<file path="src/rtl/wlc_regs.svh">
`ifndef WLC_REGS_SVH
`define WLC_REGS_SVH
// register word addresses on the plain register port
`define WLC_ADDR_WATCHDOG_CONTROL   4'h0
`define WLC_ADDR_LPCFG  4'h1
`define WLC_ADDR_WAKE   4'h2
`define WLC_ADDR_SYSCTL 4'h3
// watchdog_control field positions
`define WLC_PS_MSB      2
`define WLC_CHK_MSB     5
`define WLC_CHK_LSB     3
`define WLC_DIS_BIT     6
`define WLC_FLAG_BIT    7
`define WLC_CHK_GOOD    3'h5
// system_control_status field positions
`define WLC_OVR_BIT     0
`define WLC_INTEN_BIT   1
// reset values
`define WLC_LPCFG_RST   8'hfc
`define WLC_WAKE_RST    16'h0000
`define WLC_SYS_RST     2'h1
// timing counts, in oscillator cycles
`define WLC_PRE_MAX     9'h1ff
`define WLC_PULSE_CYC   10'h200
`define WLC_FLAG_DLY    4
`endif

</file>
<file path="src/rtl/wlc_pkg.sv">
package wlc_pkg;
   // low-power sequencer states
   typedef enum logic [2:0] {
      WLC_NORMAL,
      WLC_IDLE,
      WLC_STANDBY,
      WLC_QUAL,
      WLC_HALT,
      WLC_RECOVER
   } wlc_state_t;
   // watchdog_control as stored
   typedef struct packed {
      logic       flag;
      logic       dis;
      logic [2:0] ps;
   } wlc_watchdog_control_t;
   // debugger status from the core
   typedef struct packed {
      logic suspend;
      logic run_free;
      logic rt_step;
      logic rt_free;
      logic wake;
   } wlc_dbg_t;
   // wake pins, all wake on a low level
   typedef struct packed {
      logic       can_rx;
      logic       sci_rx_b;
      logic       sci_rx_a;
      logic [5:0] compare_trip_n;
      logic [3:0] timer_trip_n;
      logic       nmi_n;
      logic       ext_int_one_n;
   } wlc_pins_t;
endpackage

</file>
<file path="src/rtl/wlc_top.sv">
// Decided for this implementation: the plain strobed port and the register addresses.
`include "wlc_regs.svh"
`timescale 1ns/1ps
`default_nettype none
module wlc_top
   import wlc_pkg::*;
(
   input  wire logic        clk,
   input  wire logic        arst_n,
   input  wire logic [3:0]  addr,
   input  wire logic [15:0] wdata,
   input  wire logic        wr,
   input  wire logic        rd,
   output logic      [15:0] rdata,
   input  wire logic        ext_reset_pin_n,
   input  wire wlc_pins_t   wake_pins,
   input  wire wlc_dbg_t    dbg,
   input  wire logic        wd_overflow,
   input  wire logic        idle_status,
   input  wire logic        int_recognised,
   output logic             count_tick,
   output logic             core_reset_req,
   output logic             wd_reset_pulse_n,
   output logic             wd_interrupt_n,
   output logic             core_clk_en,
   output logic             sysclk_en,
   output logic             osc_en
);
   // divisor minus one after the 512 stage
   function automatic logic [5:0] wlc_post_max(input logic [2:0] ps);
      logic [5:0] m;
      m = 6'h00;
      if (ps > 3'h1)
         m = 6'((7'h01 << (ps - 3'h1)) - 7'h01);
      return m;
   endfunction

   wlc_watchdog_control_t   watchdog_control_q;
   logic [7:0]  lpcfg_q;
   logic [15:0] wake_en_q;
   logic [1:0]  sys_q;
   logic [15:0] rdata_q;
   logic [8:0]  pre_q;
   logic [5:0]  post_q;
   logic        tick_q;
   logic        crr_q;
   logic [9:0]  pulse_q;
   logic [9:0]  pulse_d;
   logic        pulse_n_q;
   logic        int_n_q;
   logic [1:0]  xrs_sync_q;
   logic [15:0] pin_sync1_q;
   logic [15:0] pin_sync2_q;
   logic [`WLC_FLAG_DLY+1:0] flag_pipe_q;
   wlc_state_t  state_q;
   wlc_state_t  state_d;
   wlc_state_t  mode_q;
   logic [5:0]  qual_q;
   logic        idle_prev_q;
   logic        core_en_q;
   logic        sys_en_q;
   logic        osc_en_q;

   logic xrs_s;
   logic wr_watchdog_control;
   logic chk_ok;
   logic chk_fail;
   logic wr_good;
   logic dbg_stop;
   logic run_cnt;
   logic fire;
   logic flag_rise;
   logic idle_rise;
   logic [15:0] wake_vec;
   logic [15:0] wake_low;
   logic any_low;
   wlc_state_t sel_mode;

   assign xrs_s    = xrs_sync_q[1];
   assign wr_watchdog_control  = wr && (addr == `WLC_ADDR_WATCHDOG_CONTROL);
   assign chk_ok   = wdata[`WLC_CHK_MSB:`WLC_CHK_LSB] == `WLC_CHK_GOOD;
   assign wr_good  = wr_watchdog_control && chk_ok;
   // a bad pattern only resets while the watchdog is enabled
   assign chk_fail = wr_watchdog_control && !chk_ok && !watchdog_control_q.dis;

   // debug stops: single-step wins, either run-free releases suspend
   assign dbg_stop = dbg.rt_step ||
                     (dbg.suspend && !dbg.run_free &&
                      !dbg.rt_free);
   // watchdog has no clock in halt
   assign run_cnt  = !watchdog_control_q.dis && !dbg_stop &&
                     (state_q != WLC_HALT);

   // overflow from the counter only counts while enabled
   assign fire = chk_fail || (wd_overflow && run_cnt);

   // standby wake vector, bit order follows the wake-enable layout
   assign wake_vec = {pin_sync2_q[15:3], int_n_q, pin_sync2_q[1:0]};
   assign wake_low = ~wake_vec & wake_en_q;
   assign any_low  = |wake_low;
   assign idle_rise = idle_status && !idle_prev_q;
   assign sel_mode = lpcfg_q[1] ? WLC_HALT :
                     (lpcfg_q[0] ? WLC_STANDBY : WLC_IDLE);

   // two-stage sync of the reset pin and wake pins
   always_ff @(posedge clk or negedge arst_n)
   begin
      if (!arst_n)
      begin
         xrs_sync_q  <= 2'h0;
         pin_sync1_q <= 16'hffff;
         pin_sync2_q <= 16'hffff;
      end
      else
      begin
         xrs_sync_q  <= {xrs_sync_q[0], ext_reset_pin_n};
         pin_sync1_q <= {wake_pins[14:2], 1'b1, wake_pins[1:0]};
         pin_sync2_q <= pin_sync1_q;
      end
   end

   // watchdog_control in one process so the word has a single driver;
   // a failed check leaves every field alone, flag set beats the write clear, the reset pin clear beats the set
   always_ff @(posedge clk or negedge arst_n)
   begin
      if (!arst_n)
      begin
         watchdog_control_q.ps   <= 3'h0;
         watchdog_control_q.dis  <= 1'b0;
         watchdog_control_q.flag <= 1'b0;
      end
      else
      begin
         if (wr_good)
         begin
            watchdog_control_q.ps <= wdata[`WLC_PS_MSB:0];
            if (sys_q[`WLC_OVR_BIT])
               watchdog_control_q.dis <= wdata[`WLC_DIS_BIT];
         end
         if (!xrs_s)
            watchdog_control_q.flag <= 1'b0;
         else if (flag_rise)
            watchdog_control_q.flag <= 1'b1;
         else if (wr_good && wdata[`WLC_FLAG_BIT])
            watchdog_control_q.flag <= 1'b0;
      end
   end

   // pulse passes two sync stages plus the fixed delay
   always_ff @(posedge clk or negedge arst_n)
   begin
      if (!arst_n)
         flag_pipe_q <= '1;
      else
         flag_pipe_q <= {flag_pipe_q[`WLC_FLAG_DLY:0], pulse_n_q};
   end
   assign flag_rise = flag_pipe_q[`WLC_FLAG_DLY] &&
                      !flag_pipe_q[`WLC_FLAG_DLY+1];

   // other configuration registers
   always_ff @(posedge clk or negedge arst_n)
   begin
      if (!arst_n)
      begin
         lpcfg_q   <= `WLC_LPCFG_RST;
         wake_en_q <= `WLC_WAKE_RST;
         sys_q     <= `WLC_SYS_RST;
      end
      else if (wr)
      begin
         if (addr == `WLC_ADDR_LPCFG)
            lpcfg_q <= wdata[7:0];
         if (addr == `WLC_ADDR_WAKE)
            wake_en_q <= wdata;
         if (addr == `WLC_ADDR_SYSCTL)
            sys_q <= wdata[1:0];
      end
   end

   // read data one cycle after the strobe; unmapped reads zero
   always_ff @(posedge clk or negedge arst_n)
   begin
      if (!arst_n)
         rdata_q <= 16'h0000;
      else if (rd)
      begin
         unique case (addr)
            `WLC_ADDR_WATCHDOG_CONTROL:
               rdata_q <= {8'h00, watchdog_control_q.flag, watchdog_control_q.dis,
                           3'h0, watchdog_control_q.ps};
            `WLC_ADDR_LPCFG:  rdata_q <= {8'h00, lpcfg_q};
            `WLC_ADDR_WAKE:   rdata_q <= wake_en_q;
            `WLC_ADDR_SYSCTL: rdata_q <= {14'h0000, sys_q};
            default:          rdata_q <= 16'h0000;
         endcase
      end
      else
         rdata_q <= 16'h0000;
   end

   // 512 prescale then binary post-divider; holds while stopped
   always_ff @(posedge clk or negedge arst_n)
   begin
      if (!arst_n)
      begin
         pre_q  <= 9'h000;
         post_q <= 6'h00;
         tick_q <= 1'b0;
      end
      else
      begin
         tick_q <= 1'b0;
         if (run_cnt)
         begin
            pre_q <= pre_q + 9'h001;
            if (pre_q == `WLC_PRE_MAX)
            begin
               if (post_q >= wlc_post_max(watchdog_control_q.ps))
               begin
                  post_q <= 6'h00;
                  tick_q <= 1'b1;
               end
               else
                  post_q <= post_q + 6'h01;
            end
         end
      end
   end

   // reset pulse length; a retrigger while low is absorbed
   always_comb
   begin
      pulse_d = pulse_q;
      if (pulse_q != 10'h000)
         pulse_d = pulse_q - 10'h001;
      else if (fire)
         pulse_d = `WLC_PULSE_CYC;
   end

   always_ff @(posedge clk or negedge arst_n)
   begin
      if (!arst_n)
      begin
         pulse_q   <= 10'h000;
         pulse_n_q <= 1'b1;
         int_n_q   <= 1'b1;
         crr_q     <= 1'b0;
      end
      else
      begin
         pulse_q   <= pulse_d;
         pulse_n_q <= pulse_d == 10'h000;
         int_n_q   <= !(pulse_d != 10'h000 &&
                        sys_q[`WLC_INTEN_BIT]);
         crr_q     <= chk_fail;
      end
   end

   // low-power sequencer
   always_comb
   begin
      state_d = state_q;
      unique case (state_q)
         WLC_NORMAL:
            if (idle_rise)
               state_d = sel_mode;
         WLC_IDLE:
            // nothing to do here but watch for the exits
            if (int_recognised || !int_n_q || !xrs_s ||
                !idle_status)
               state_d = WLC_NORMAL;
         WLC_STANDBY:
            if (!xrs_s || !int_n_q || dbg.wake)
               state_d = WLC_NORMAL;
            else if (any_low)
               state_d = WLC_QUAL;
         WLC_QUAL:
            if (!xrs_s || !int_n_q || dbg.wake)
               state_d = WLC_NORMAL;
            else if (!any_low)
               state_d = WLC_STANDBY;
            else if (qual_q == lpcfg_q[7:2])
               state_d = WLC_RECOVER;
         WLC_HALT:
            if (!xrs_s || dbg.wake)
               state_d = WLC_NORMAL;
            else if (!pin_sync2_q[1])
               state_d = WLC_RECOVER;
         WLC_RECOVER:
            // clocks back on; an unrecognised wake drops back
            if (int_recognised || !idle_status || !xrs_s)
               state_d = WLC_NORMAL;
            else if ((mode_q == WLC_STANDBY && !any_low) ||
                     (mode_q == WLC_HALT && pin_sync2_q[1]))
               state_d = mode_q;
         default:
            state_d = WLC_NORMAL;
      endcase
   end

   always_ff @(posedge clk or negedge arst_n)
   begin
      if (!arst_n)
      begin
         state_q     <= WLC_NORMAL;
         mode_q      <= WLC_IDLE;
         qual_q      <= 6'h00;
         idle_prev_q <= 1'b0;
      end
      else
      begin
         state_q     <= state_d;
         idle_prev_q <= idle_status;
         if (state_q == WLC_NORMAL && idle_rise)
            mode_q <= sel_mode;
         // the first low sample counts, so field+1 more gives field+2
         if (state_q == WLC_QUAL)
            qual_q <= qual_q + 6'h01;
         else
            qual_q <= 6'h00;
      end
   end

   // clock gates follow the next state so they line up with state_q
   always_ff @(posedge clk or negedge arst_n)
   begin
      if (!arst_n)
      begin
         core_en_q <= 1'b1;
         sys_en_q  <= 1'b1;
         osc_en_q  <= 1'b1;
      end
      else
      begin
         core_en_q <= state_d inside {WLC_NORMAL, WLC_IDLE,
                                      WLC_RECOVER};
         sys_en_q  <= state_d inside {WLC_NORMAL, WLC_IDLE,
                                      WLC_RECOVER};
         osc_en_q  <= state_d != WLC_HALT;
      end
   end

   assign rdata            = rdata_q;
   assign count_tick       = tick_q;
   assign core_reset_req   = crr_q;
   assign wd_reset_pulse_n = pulse_n_q;
   assign wd_interrupt_n   = int_n_q;
   assign core_clk_en      = core_en_q;
   assign sysclk_en        = sys_en_q;
   assign osc_en           = osc_en_q;

   // helper: length of the last low stretch of the reset pulse
   logic [10:0] low_len_q;
   always_ff @(posedge clk or negedge arst_n)
   begin
      if (!arst_n)
         low_len_q <= 11'h000;
      else if (!pulse_n_q)
         low_len_q <= low_len_q + 11'h001;
      else
         low_len_q <= 11'h000;
   end

   property p_chk_reset;
      @(posedge clk) disable iff (!arst_n)
      chk_fail |=> core_reset_req && !wd_reset_pulse_n;
   endproperty
   a_chk_reset: assert property (p_chk_reset)
      else $error("bad check pattern gave no reset");

   property p_chk_read;
      @(posedge clk) disable iff (!arst_n)
      rd && addr == `WLC_ADDR_WATCHDOG_CONTROL |=> rdata[5:3] == 3'h0;
   endproperty
   a_chk_read: assert property (p_chk_read)
      else $error("check field read nonzero");

   property p_dis_locked;
      @(posedge clk) disable iff (!arst_n)
      !sys_q[`WLC_OVR_BIT] |=> $stable(watchdog_control_q.dis);
   endproperty
   a_dis_locked: assert property (p_dis_locked)
      else $error("disable changed without override");

   property p_flag_hold;
      @(posedge clk) disable iff (!arst_n)
      watchdog_control_q.flag && xrs_s &&
      !(wr_good && wdata[`WLC_FLAG_BIT]) |=> watchdog_control_q.flag;
   endproperty
   a_flag_hold: assert property (p_flag_hold)
      else $error("flag lost without a clear");

   property p_flag_pin;
      @(posedge clk) disable iff (!arst_n)
      !xrs_s |=> !watchdog_control_q.flag;
   endproperty
   a_flag_pin: assert property (p_flag_pin)
      else $error("flag not forced low by reset pin");

   property p_flag_set;
      @(posedge clk) disable iff (!arst_n)
      $rose(wd_reset_pulse_n) && xrs_s ##1 xrs_s [*6]
      |=> watchdog_control_q.flag;
   endproperty
   a_flag_set: assert property (p_flag_set)
      else $error("flag not set after pulse end");

   property p_pulse_len;
      @(posedge clk) disable iff (!arst_n)
      $rose(wd_reset_pulse_n) |-> low_len_q == 11'h200;
   endproperty
   a_pulse_len: assert property (p_pulse_len)
      else $error("reset pulse not 512 cycles");

   property p_dbg_stop;
      @(posedge clk) disable iff (!arst_n)
      dbg.rt_step |=> !count_tick;
   endproperty
   a_dbg_stop: assert property (p_dbg_stop)
      else $error("tick during single-step");

   property p_halt_clk;
      @(posedge clk) disable iff (!arst_n)
      state_q == WLC_HALT |-> !osc_en && !core_clk_en && !sysclk_en;
   endproperty
   a_halt_clk: assert property (p_halt_clk)
      else $error("clocks running in halt");

   property p_idle_sys;
      @(posedge clk) disable iff (!arst_n)
      state_q == WLC_IDLE |-> sysclk_en && osc_en;
   endproperty
   a_idle_sys: assert property (p_idle_sys)
      else $error("system clock stopped in idle");

   property p_idle_exit;
      @(posedge clk) disable iff (!arst_n)
      state_q == WLC_IDLE && int_recognised |=> state_q == WLC_NORMAL;
   endproperty
   a_idle_exit: assert property (p_idle_exit)
      else $error("idle not left on interrupt");

   c_standby: cover property (@(posedge clk) disable iff (!arst_n)
      state_q == WLC_STANDBY ##[1:100] state_q == WLC_RECOVER);
   c_halt: cover property (@(posedge clk) disable iff (!arst_n)
      state_q == WLC_HALT ##1 state_q == WLC_NORMAL);
   c_pulse: cover property (@(posedge clk) disable iff (!arst_n)
      $rose(wd_reset_pulse_n));
   c_fallback: cover property (@(posedge clk) disable iff (!arst_n)
      state_q == WLC_QUAL ##1 state_q == WLC_STANDBY);
endmodule
`default_nettype wire

</file>
<file path="config.mk">
export PLATFORM = sky130hd
export DESIGN_NAME = wlc_top
export DESIGN_NICKNAME = d
export VERILOG_FILES = /design/src/rtl/wlc_pkg.sv /design/src/rtl/wlc_top.sv
export VERILOG_INCLUDE_DIRS = /design/src /design/src/rtl
export SDC_FILE = /design/constraint.sdc
export NUM_CORES = 1
export LEC_CHECK = 0
export ABC_AREA = 1
export BUFFER_PORTS_ARGS = -buffer_cell sky130_fd_sc_hd__buf_2
export CAP_MARGIN = 10
export CORE_ASPECT_RATIO = 1.75
export CORE_UTILIZATION = 45
export CTS_CLUSTER_SIZE = 40
export DETAILED_ROUTE_END_ITERATION = 8
export PLACE_DENSITY = 0.62
export SLEW_MARGIN = 0
export SYNTH_ARGS = -nofsm -noshare
export SYNTH_HDL_FRONTEND = slang
export SYNTH_SLANG_ARGS = --single-unit
</file>
<file path="constraint.sdc">
create_clock -name clk -period 3 [get_ports clk]
set_clock_uncertainty 0.15 [all_clocks]
set_input_delay 0 -clock clk [delete_from_list [all_inputs] [get_ports clk]]
set_output_delay 0 -clock clk [all_outputs]
set_load 0.01 [all_outputs]
</file>
==> impl_metrics.yaml, run 1 <==
status:
  run_status: "completed"
floorplan:
  fp.dieW_um: 86.31
  die_y_um: 149.5
  dieArea_sq_mm: 0.01291
  io_pins: 71
  rows: 53
  start_util_pct: 46.38
  core_sq_mm: 0.01207
detailed_routing:
  drtIter0Drc: 184
  via_count: 4322
  wl_per_cell_um: 13.06
  antenna_left: 0
  first_pass_iters: 4
  drc: 0
  via_per_inst: 4.708
  drt-total-wl_um: 11990
synthesis:
  synth_top_family_by_area: "simple AND/OR/NAND/NOR gates"
  avgSynthCellArea_sq_um: 9.207
  synthCells: 608
  yosysWarnings: 0
  synth_area_leader_cell: "dfrtp_1"
  synth_cell_type_count: 36
  synth.cell_area_sq_mm: 0.005598
  synth_fp_nets: 668
  synth-simple-area-share_pct: 21.75
  ys_top_cells_by_area: "dfrtp_1 (36%), dfstp_2 (23%), nand2_1 (11%)"
  yosysSeqAreaShare_pct: 58.74
  synth-xor-area-share_pct: 2.347
  synthMuxAreaShare_pct: 1.878
  synth.top_cell.area_share_pct: 36.21
  ys_seq_elements: 129
  synth_compound_area_share_pct: 5.387
  synthAdderAreaFrac_pct: 2.682
sta:
  hold_viol: 0
  rsz0062_at_grt: "no"
  fmax_mhz: 379.3
  slew_headroom_pct: 31.19
  finalCritPeriodShare_pct: 87.89
  totalNegativeSetupSlack_ns: 0
  setup_viol: 0
  slew_violations: 0
  worst_pin_slew_ns: 1.029
  period_needed_ns: 2.637
power:
  p_total_mw: 4.591
  peakVddDrop_uv: 416.3
  leakage_nw: 3.671
  power-per-cell-area_mw_per_mm2: 638.6
clock_tree:
  htreeDepth: 4
  cts_tree: "done"
  post_cts_buffers: 0
  root_buffer: "clkbuf_16"
  path_clk_slew_ns: 0.06
  cts_buffer_depth: 2
  cts_sinks: 129
  numCtsBuffers: 17
  clock_latency_ns: 0.41
worst_hold_path:
  hp-class: "input port to flop"
  hold_depth: 6
  min-delay-start: "dbg[4]"
  holdPathEnd: "post_q[1]$_DFFE_PN0P_"
worst_setup_path:
  path_max_fanout: 3
  startpoint: "addr[2]"
  start_kind: "input port"
  crit_path_end_kind: "flop"
  criticalPathCategory: "input port to flop"
  r2r-end: "post_q[3]$_DFFE_PN0P_"
  critical_path_required_ns: 3.20
  ff2ff_setup_slack_ns: 0.40
  cp.arrival_ns: 2.84
  r2r-start: "watchdog_control_q[2]$_DFFE_PN0P_"
  ff2ff_path_depth: 15
placement:
  routabilityCongestion: 0.8634
  placement.io_buffers: 70
  dpl_cell_area_sq_mm: 0.006147
  hpwlAfterDp_um: 8521
grt:
  grt_pass1_vias: 4552
  grt_usage_pct: 20.81
  antenna_found_initial: 0
  grt_overflow: 0
  grt_pass1_wl_um: 20480
  grt_max_degree: 94
layout:
  areaGrowthSynthToFinish_pct: 28.43
  final_cell_mix: "nand2_1 (161), inv_1 (96), dfrtp_1 (81), nor2_1 (70), buf_2 (69)"
  final_nets: 800
  utilization_pct: 59.57
  seq_area_sq_mm: 0.003288
  antennaDiodeCount: 0
  final_common_cell: "nand2_1"
  drive_gt1_share_pct: 22.71
  multi_input_area_sq_mm: 0.001906
  postLayoutCellArea_sq_mm: 0.007189
  fillCellCount: 1068
run:
  drv_cap: 0
flip-flops by register name (all words and copies together), names as in the netlist, 3 cells and up:
signal	flops
flag_pipe_q	6
lpcfg_q	8
mode_q	3
pin_sync1_q	15
pin_sync2_q	15
post_q	6
pre_q	9
pulse_q	10
qual_q	6
rdata	16
state_q	3
wake_en_q	16
watchdog_control_q	5
final cells by class:
class | instances | area share (%)
Inverter | 99 | 5.204
Tap cell | 165 | 2.872
Sequential cell | 129 | 45.74
Clock buffer | 18 | 6.109
Timing Repair Buffer | 118 | 11.73
Multi-Input combinational cell | 375 | 26.51
Clock inverter | 14 | 1.845
power breakdown:
part	total, mW	switching, mW	internal, mW
clock network	1.96	0.790	1.17
logic	0.530	0.293	0.237
registers	2.10	0.143	1.96
total	4.59	1.23	3.37
synthesized netlist by cell type (all sizes together):
library cell / instances
o21ai: 31
o211ai: 2
dfrtp: 81
ha: 12
a221oi: 2
nand3b: 1
nand3: 28
dfstp: 48
nor2: 73
clkbuf: 3
inv: 99
mux2: 8
o221ai: 3
nand2: 162
o22ai: 1
xor2: 9
and2: 1
buf: 2
nor3: 13
xnor2: 6
nand4: 6
a31oi: 1
a21oi: 15
nor4: 1
per-layer routing:
metal	global-route usage, %	vias up	wire length (um)
met3	4.192	36	394
li1	-	2164	-
met2	37.82	107	6351
met1	22.19	2015	4693
met4	11.25	0	550
met5	0	-	0
worst max path at each step:
stage                                 endpoint  slack [ns]  depth (start not counted)
CTS                      post_q[3]$_DFFE_PN0P_        0.40                         15
global route             post_q[3]$_DFFE_PN0P_        0.02                         15
finish              wd_reset_pulse_n$_DFF_PN1_        0.36                         13
global placement         post_q[3]$_DFFE_PN0P_        0.61                         15
detailed placement       post_q[3]$_DFFE_PN0P_        0.44                         15
floorplan                post_q[3]$_DFFE_PN0P_        0.76                         15
timing repair:
item	CTS	global route
resized for setup	0	0
hold buffers	47	0
endpoints found under the hold margin	179	0
worst max-delay path: stages:
cell,delay (ns)
dlygate4sd3_1,0.53
buf_2,0.13
nor2_4,0.11
dlygate4sd3_1,0.62
nand4_1,0.13
dlygate4sd3_1,0.59
nor2_1,0.16
nor2_1,0.09
nand2_1,0.06
nand2_1,0.08
nor2_1,0.12
nand4_1,0.11
nor2_1,0.11
stage by stage:
step / cells / worst slack, ns / hold WS (ns)
final: 918 / 0.3634 / 0.01812
after global routing: 918 / 0.01996 / 0.05385
after CTS: 918 / 0.4021 / 0.01197
after detailed placement: 839 / 0.4431 / -0.1597
after global placement: 839 / 0.6051 / -0.1714
after floorplan: 608 / 0.7594 / -0.4456
logic make-up after synthesis:
kind of cell	Yosys count
AO/OA/AOI/OAI	55
XOR/XNOR	15
adder cells (fa/ha/maj)	12
buffers and inverters	104
flip-flops	129
multiplexers	8
AND/OR/NAND/NOR	285
No activity file was read; power rests on OpenSTA's default activity.
==> run 2, diff against run 1 <==
- MAX_ROUTING_LAYER: default -> met4
==> run 2 against run 1 <==
Effect of this change: cell area barely moved; sequential share of layout area barely moved; flip-flop and latch count did not move; final cell count did not move; worst hold slack got worse by 0.0022 ns; fmax barely moved; non-clock buffer count did not move; power fell by 0.14%; setup slack got worse by 0.0011 ns; register-to-register slack improved by 0.03 ns; first-iteration DRC count fell by 3.3%; critical path type unchanged; largest cell class unchanged; largest power group unchanged.
==> impl_metrics.yaml, run 2 (same netlist as run 1, synthesis figures left out) <==
status:
  run_status: "completed"
sta:
  slew_violations: 0
  period_needed_ns: 2.638
  rsz0062_at_grt: "no"
  finalCritPeriodShare_pct: 87.92
  fmax_mhz: 379.1
  setup_viol: 0
  worst_pin_slew_ns: 1.024
  hold_viol: 0
  slew_headroom_pct: 31.50
  totalNegativeSetupSlack_ns: 0
floorplan:
  die_y_um: 149.5
  start_util_pct: 46.38
  dieArea_sq_mm: 0.01291
  rows: 53
  io_pins: 71
  fp.dieW_um: 86.31
  core_sq_mm: 0.01207
power:
  p_comb_share_pct: 11.6
  switching_power_mw: 1.219
  p_int_mw: 3.366
  sw_frac_of_total_pct: 26.59
  peakVddDrop_uv: 413.3
  leakage_nw: 3.672
  power-per-cell-area_mw_per_mm2: 637.4
  seqPwrFrac_pct: 45.8
  p_clk_share_pct: 42.6
clock_tree:
  path_clk_slew_ns: 0.06
  cts_sinks: 129
  numCtsBuffers: 17
  cts_buffer_depth: 2
  htreeDepth: 4
  clock_latency_ns: 0.41
  root_buffer: "clkbuf_16"
  cts_tree: "done"
run:
  drv_cap: 0
worst_setup_path:
  criticalPathCategory: "input port to flop"
  cp_common_cell: "nor2_1"
  start_kind: "input port"
  critPathTopFamily: "buffers and inverters"
  critical_path_required_ns: 3.20
  max_stage_delay_ns: 0.62
  crit_chain: "dlygate4sd3_1, buf_2, nor2_4, dlygate4sd3_1, nand4_1, dlygate4sd3_1, nor2_1, nor2_1, nand2_1, nand2_1, nor2_1, nand4_1, nor2_1"
  crit_path_end_kind: "flop"
  cp.arrival_ns: 2.83
  cp.buffers_inverters: 4
  slowest_stage: "dlygate4sd3_1"
  path_max_fanout: 3
grt:
  grt_pass1_wl_um: 20490
  use_met3_pct: 4.082
  grtUsageMet1_pct: 22.23
  grt_usage_pct: 21.43
  busiest_layer: "met2"
  antenna_found_initial: 0
  grt_pass1_vias: 4551
  grt_overflow: 0
  grt_max_degree: 94
  use_met2_pct: 37.90
worst_hold_path:
  hp-class: "input port to flop"
layout:
  fillCellCount: 1069
  drive_gt1_share_pct: 22.84
  final_common_cell: "nand2_1"
  final_cell_mix: "nand2_1 (161), inv_1 (96), dfrtp_1 (81), nor2_1 (70), buf_2 (69)"
  postLayoutCellArea_sq_mm: 0.007193
  final_nets: 800
  areaGrowthSynthToFinish_pct: 28.50
  antennaDiodeCount: 0
detailed_routing:
  via_count: 4339
  first_pass_iters: 4
  via_per_inst: 4.727
  antenna_left: 0
  drtIter0Drc: 178
  drt-total-wl_um: 11930
  drc: 0
  wl_per_cell_um: 13.00
placement:
  dpl_cell_area_sq_mm: 0.006147
  placement.io_buffers: 70
  hpwlAfterDp_um: 8521
  routabilityCongestion: 0.8828
[run 2: metal layers]
layer,vias up,wire (um),share of wire (%)
li1,2162,-,-
met1,2040,4677,39
met2,103,6363,53
met3,34,359,3.0
met4,0,532,4.5
met5,-,0,0
[run 2: power by group through the flow]
stage / Sequential [mW] / Combinational, mW / Clock [mW]
5_1_grt: 2.12 / 0.620 / 2.07
2_1_floorplan: 2.09 / 0.324 / 0
6_report: 2.10 / 0.530 / 1.95
3_5_place_dp: 2.13 / 0.487 / 0
4_1_cts: 2.10 / 0.538 / 1.99
3_3_place_gp: 2.12 / 0.470 / 0
[run 2: through the flow]
stage | util (%) | total power [mW] | worst slack (ns) | hold WS, ns | std cells
3_3_place_gp | 50.93 | 2.590 | 0.6051 | -0.1714 | 839
5_1_grt | 59.60 | 4.816 | 0.08929 | 0.05476 | 918
2_1_floorplan | - | 2.410 | 0.7594 | -0.4456 | 608
3_5_place_dp | 50.93 | 2.614 | 0.4431 | -0.1597 | 839
4_1_cts | 59.57 | 4.631 | 0.4021 | 0.01197 | 918
6_report | 59.60 | 4.585 | 0.3623 | 0.01597 | 918
[run 2: area by class of cell]
cell class              instances  area [sq um]  share of cell area, %
flip-flops and latches        129          3288                  45.71
clock buffers                  18         439.2                  6.105
inverters                      99         374.1                  5.201
multi-input cells             375          1909                  26.54
well taps                     165         206.4                  2.870
clock inverters                14         132.6                  1.844
repair buffers                118         843.3                  11.72
[run 2: timing repair]
item	4_1_cts	5_1_grt
hold buffers	47	0
buffers inserted	0	0
setup endpoints to repair	0	1
gates resized for setup	0	1
hold endpoints to repair	179	0
[run 2: tightest hold or removal path: stages]
cell and delay, ns:
buf_2 0.10, nor2_4 0.05, nand3_1 0.17, o211ai_1 0.12, nand2_1 0.07, inv_1 0.03
[run 2: path summary, 6_finish.rpt]
kind                       cells after the start                               from  slack (ns)                         end
setup / recovery                              13                            addr[2]        0.36  wd_reset_pulse_n$_DFF_PN1_
max in group asynchronous                      3                             arst_n        1.19        pre_q[4]$_DFFE_PN0P_
setup reg to reg                              15  watchdog_control_q[2]$_DFFE_PN0P_        0.43       post_q[3]$_DFFE_PN0P_
hold reg to reg                                0           pin_sync1_q[9]$_DFF_PN1_        0.20    pin_sync2_q[9]$_DFF_PN1_
min in group asynchronous                      2                             arst_n        0.07    pin_sync1_q[0]$_DFF_PN1_
hold / removal                                 6                            addr[3]        0.02          rdata[2]$_DFF_PN0_
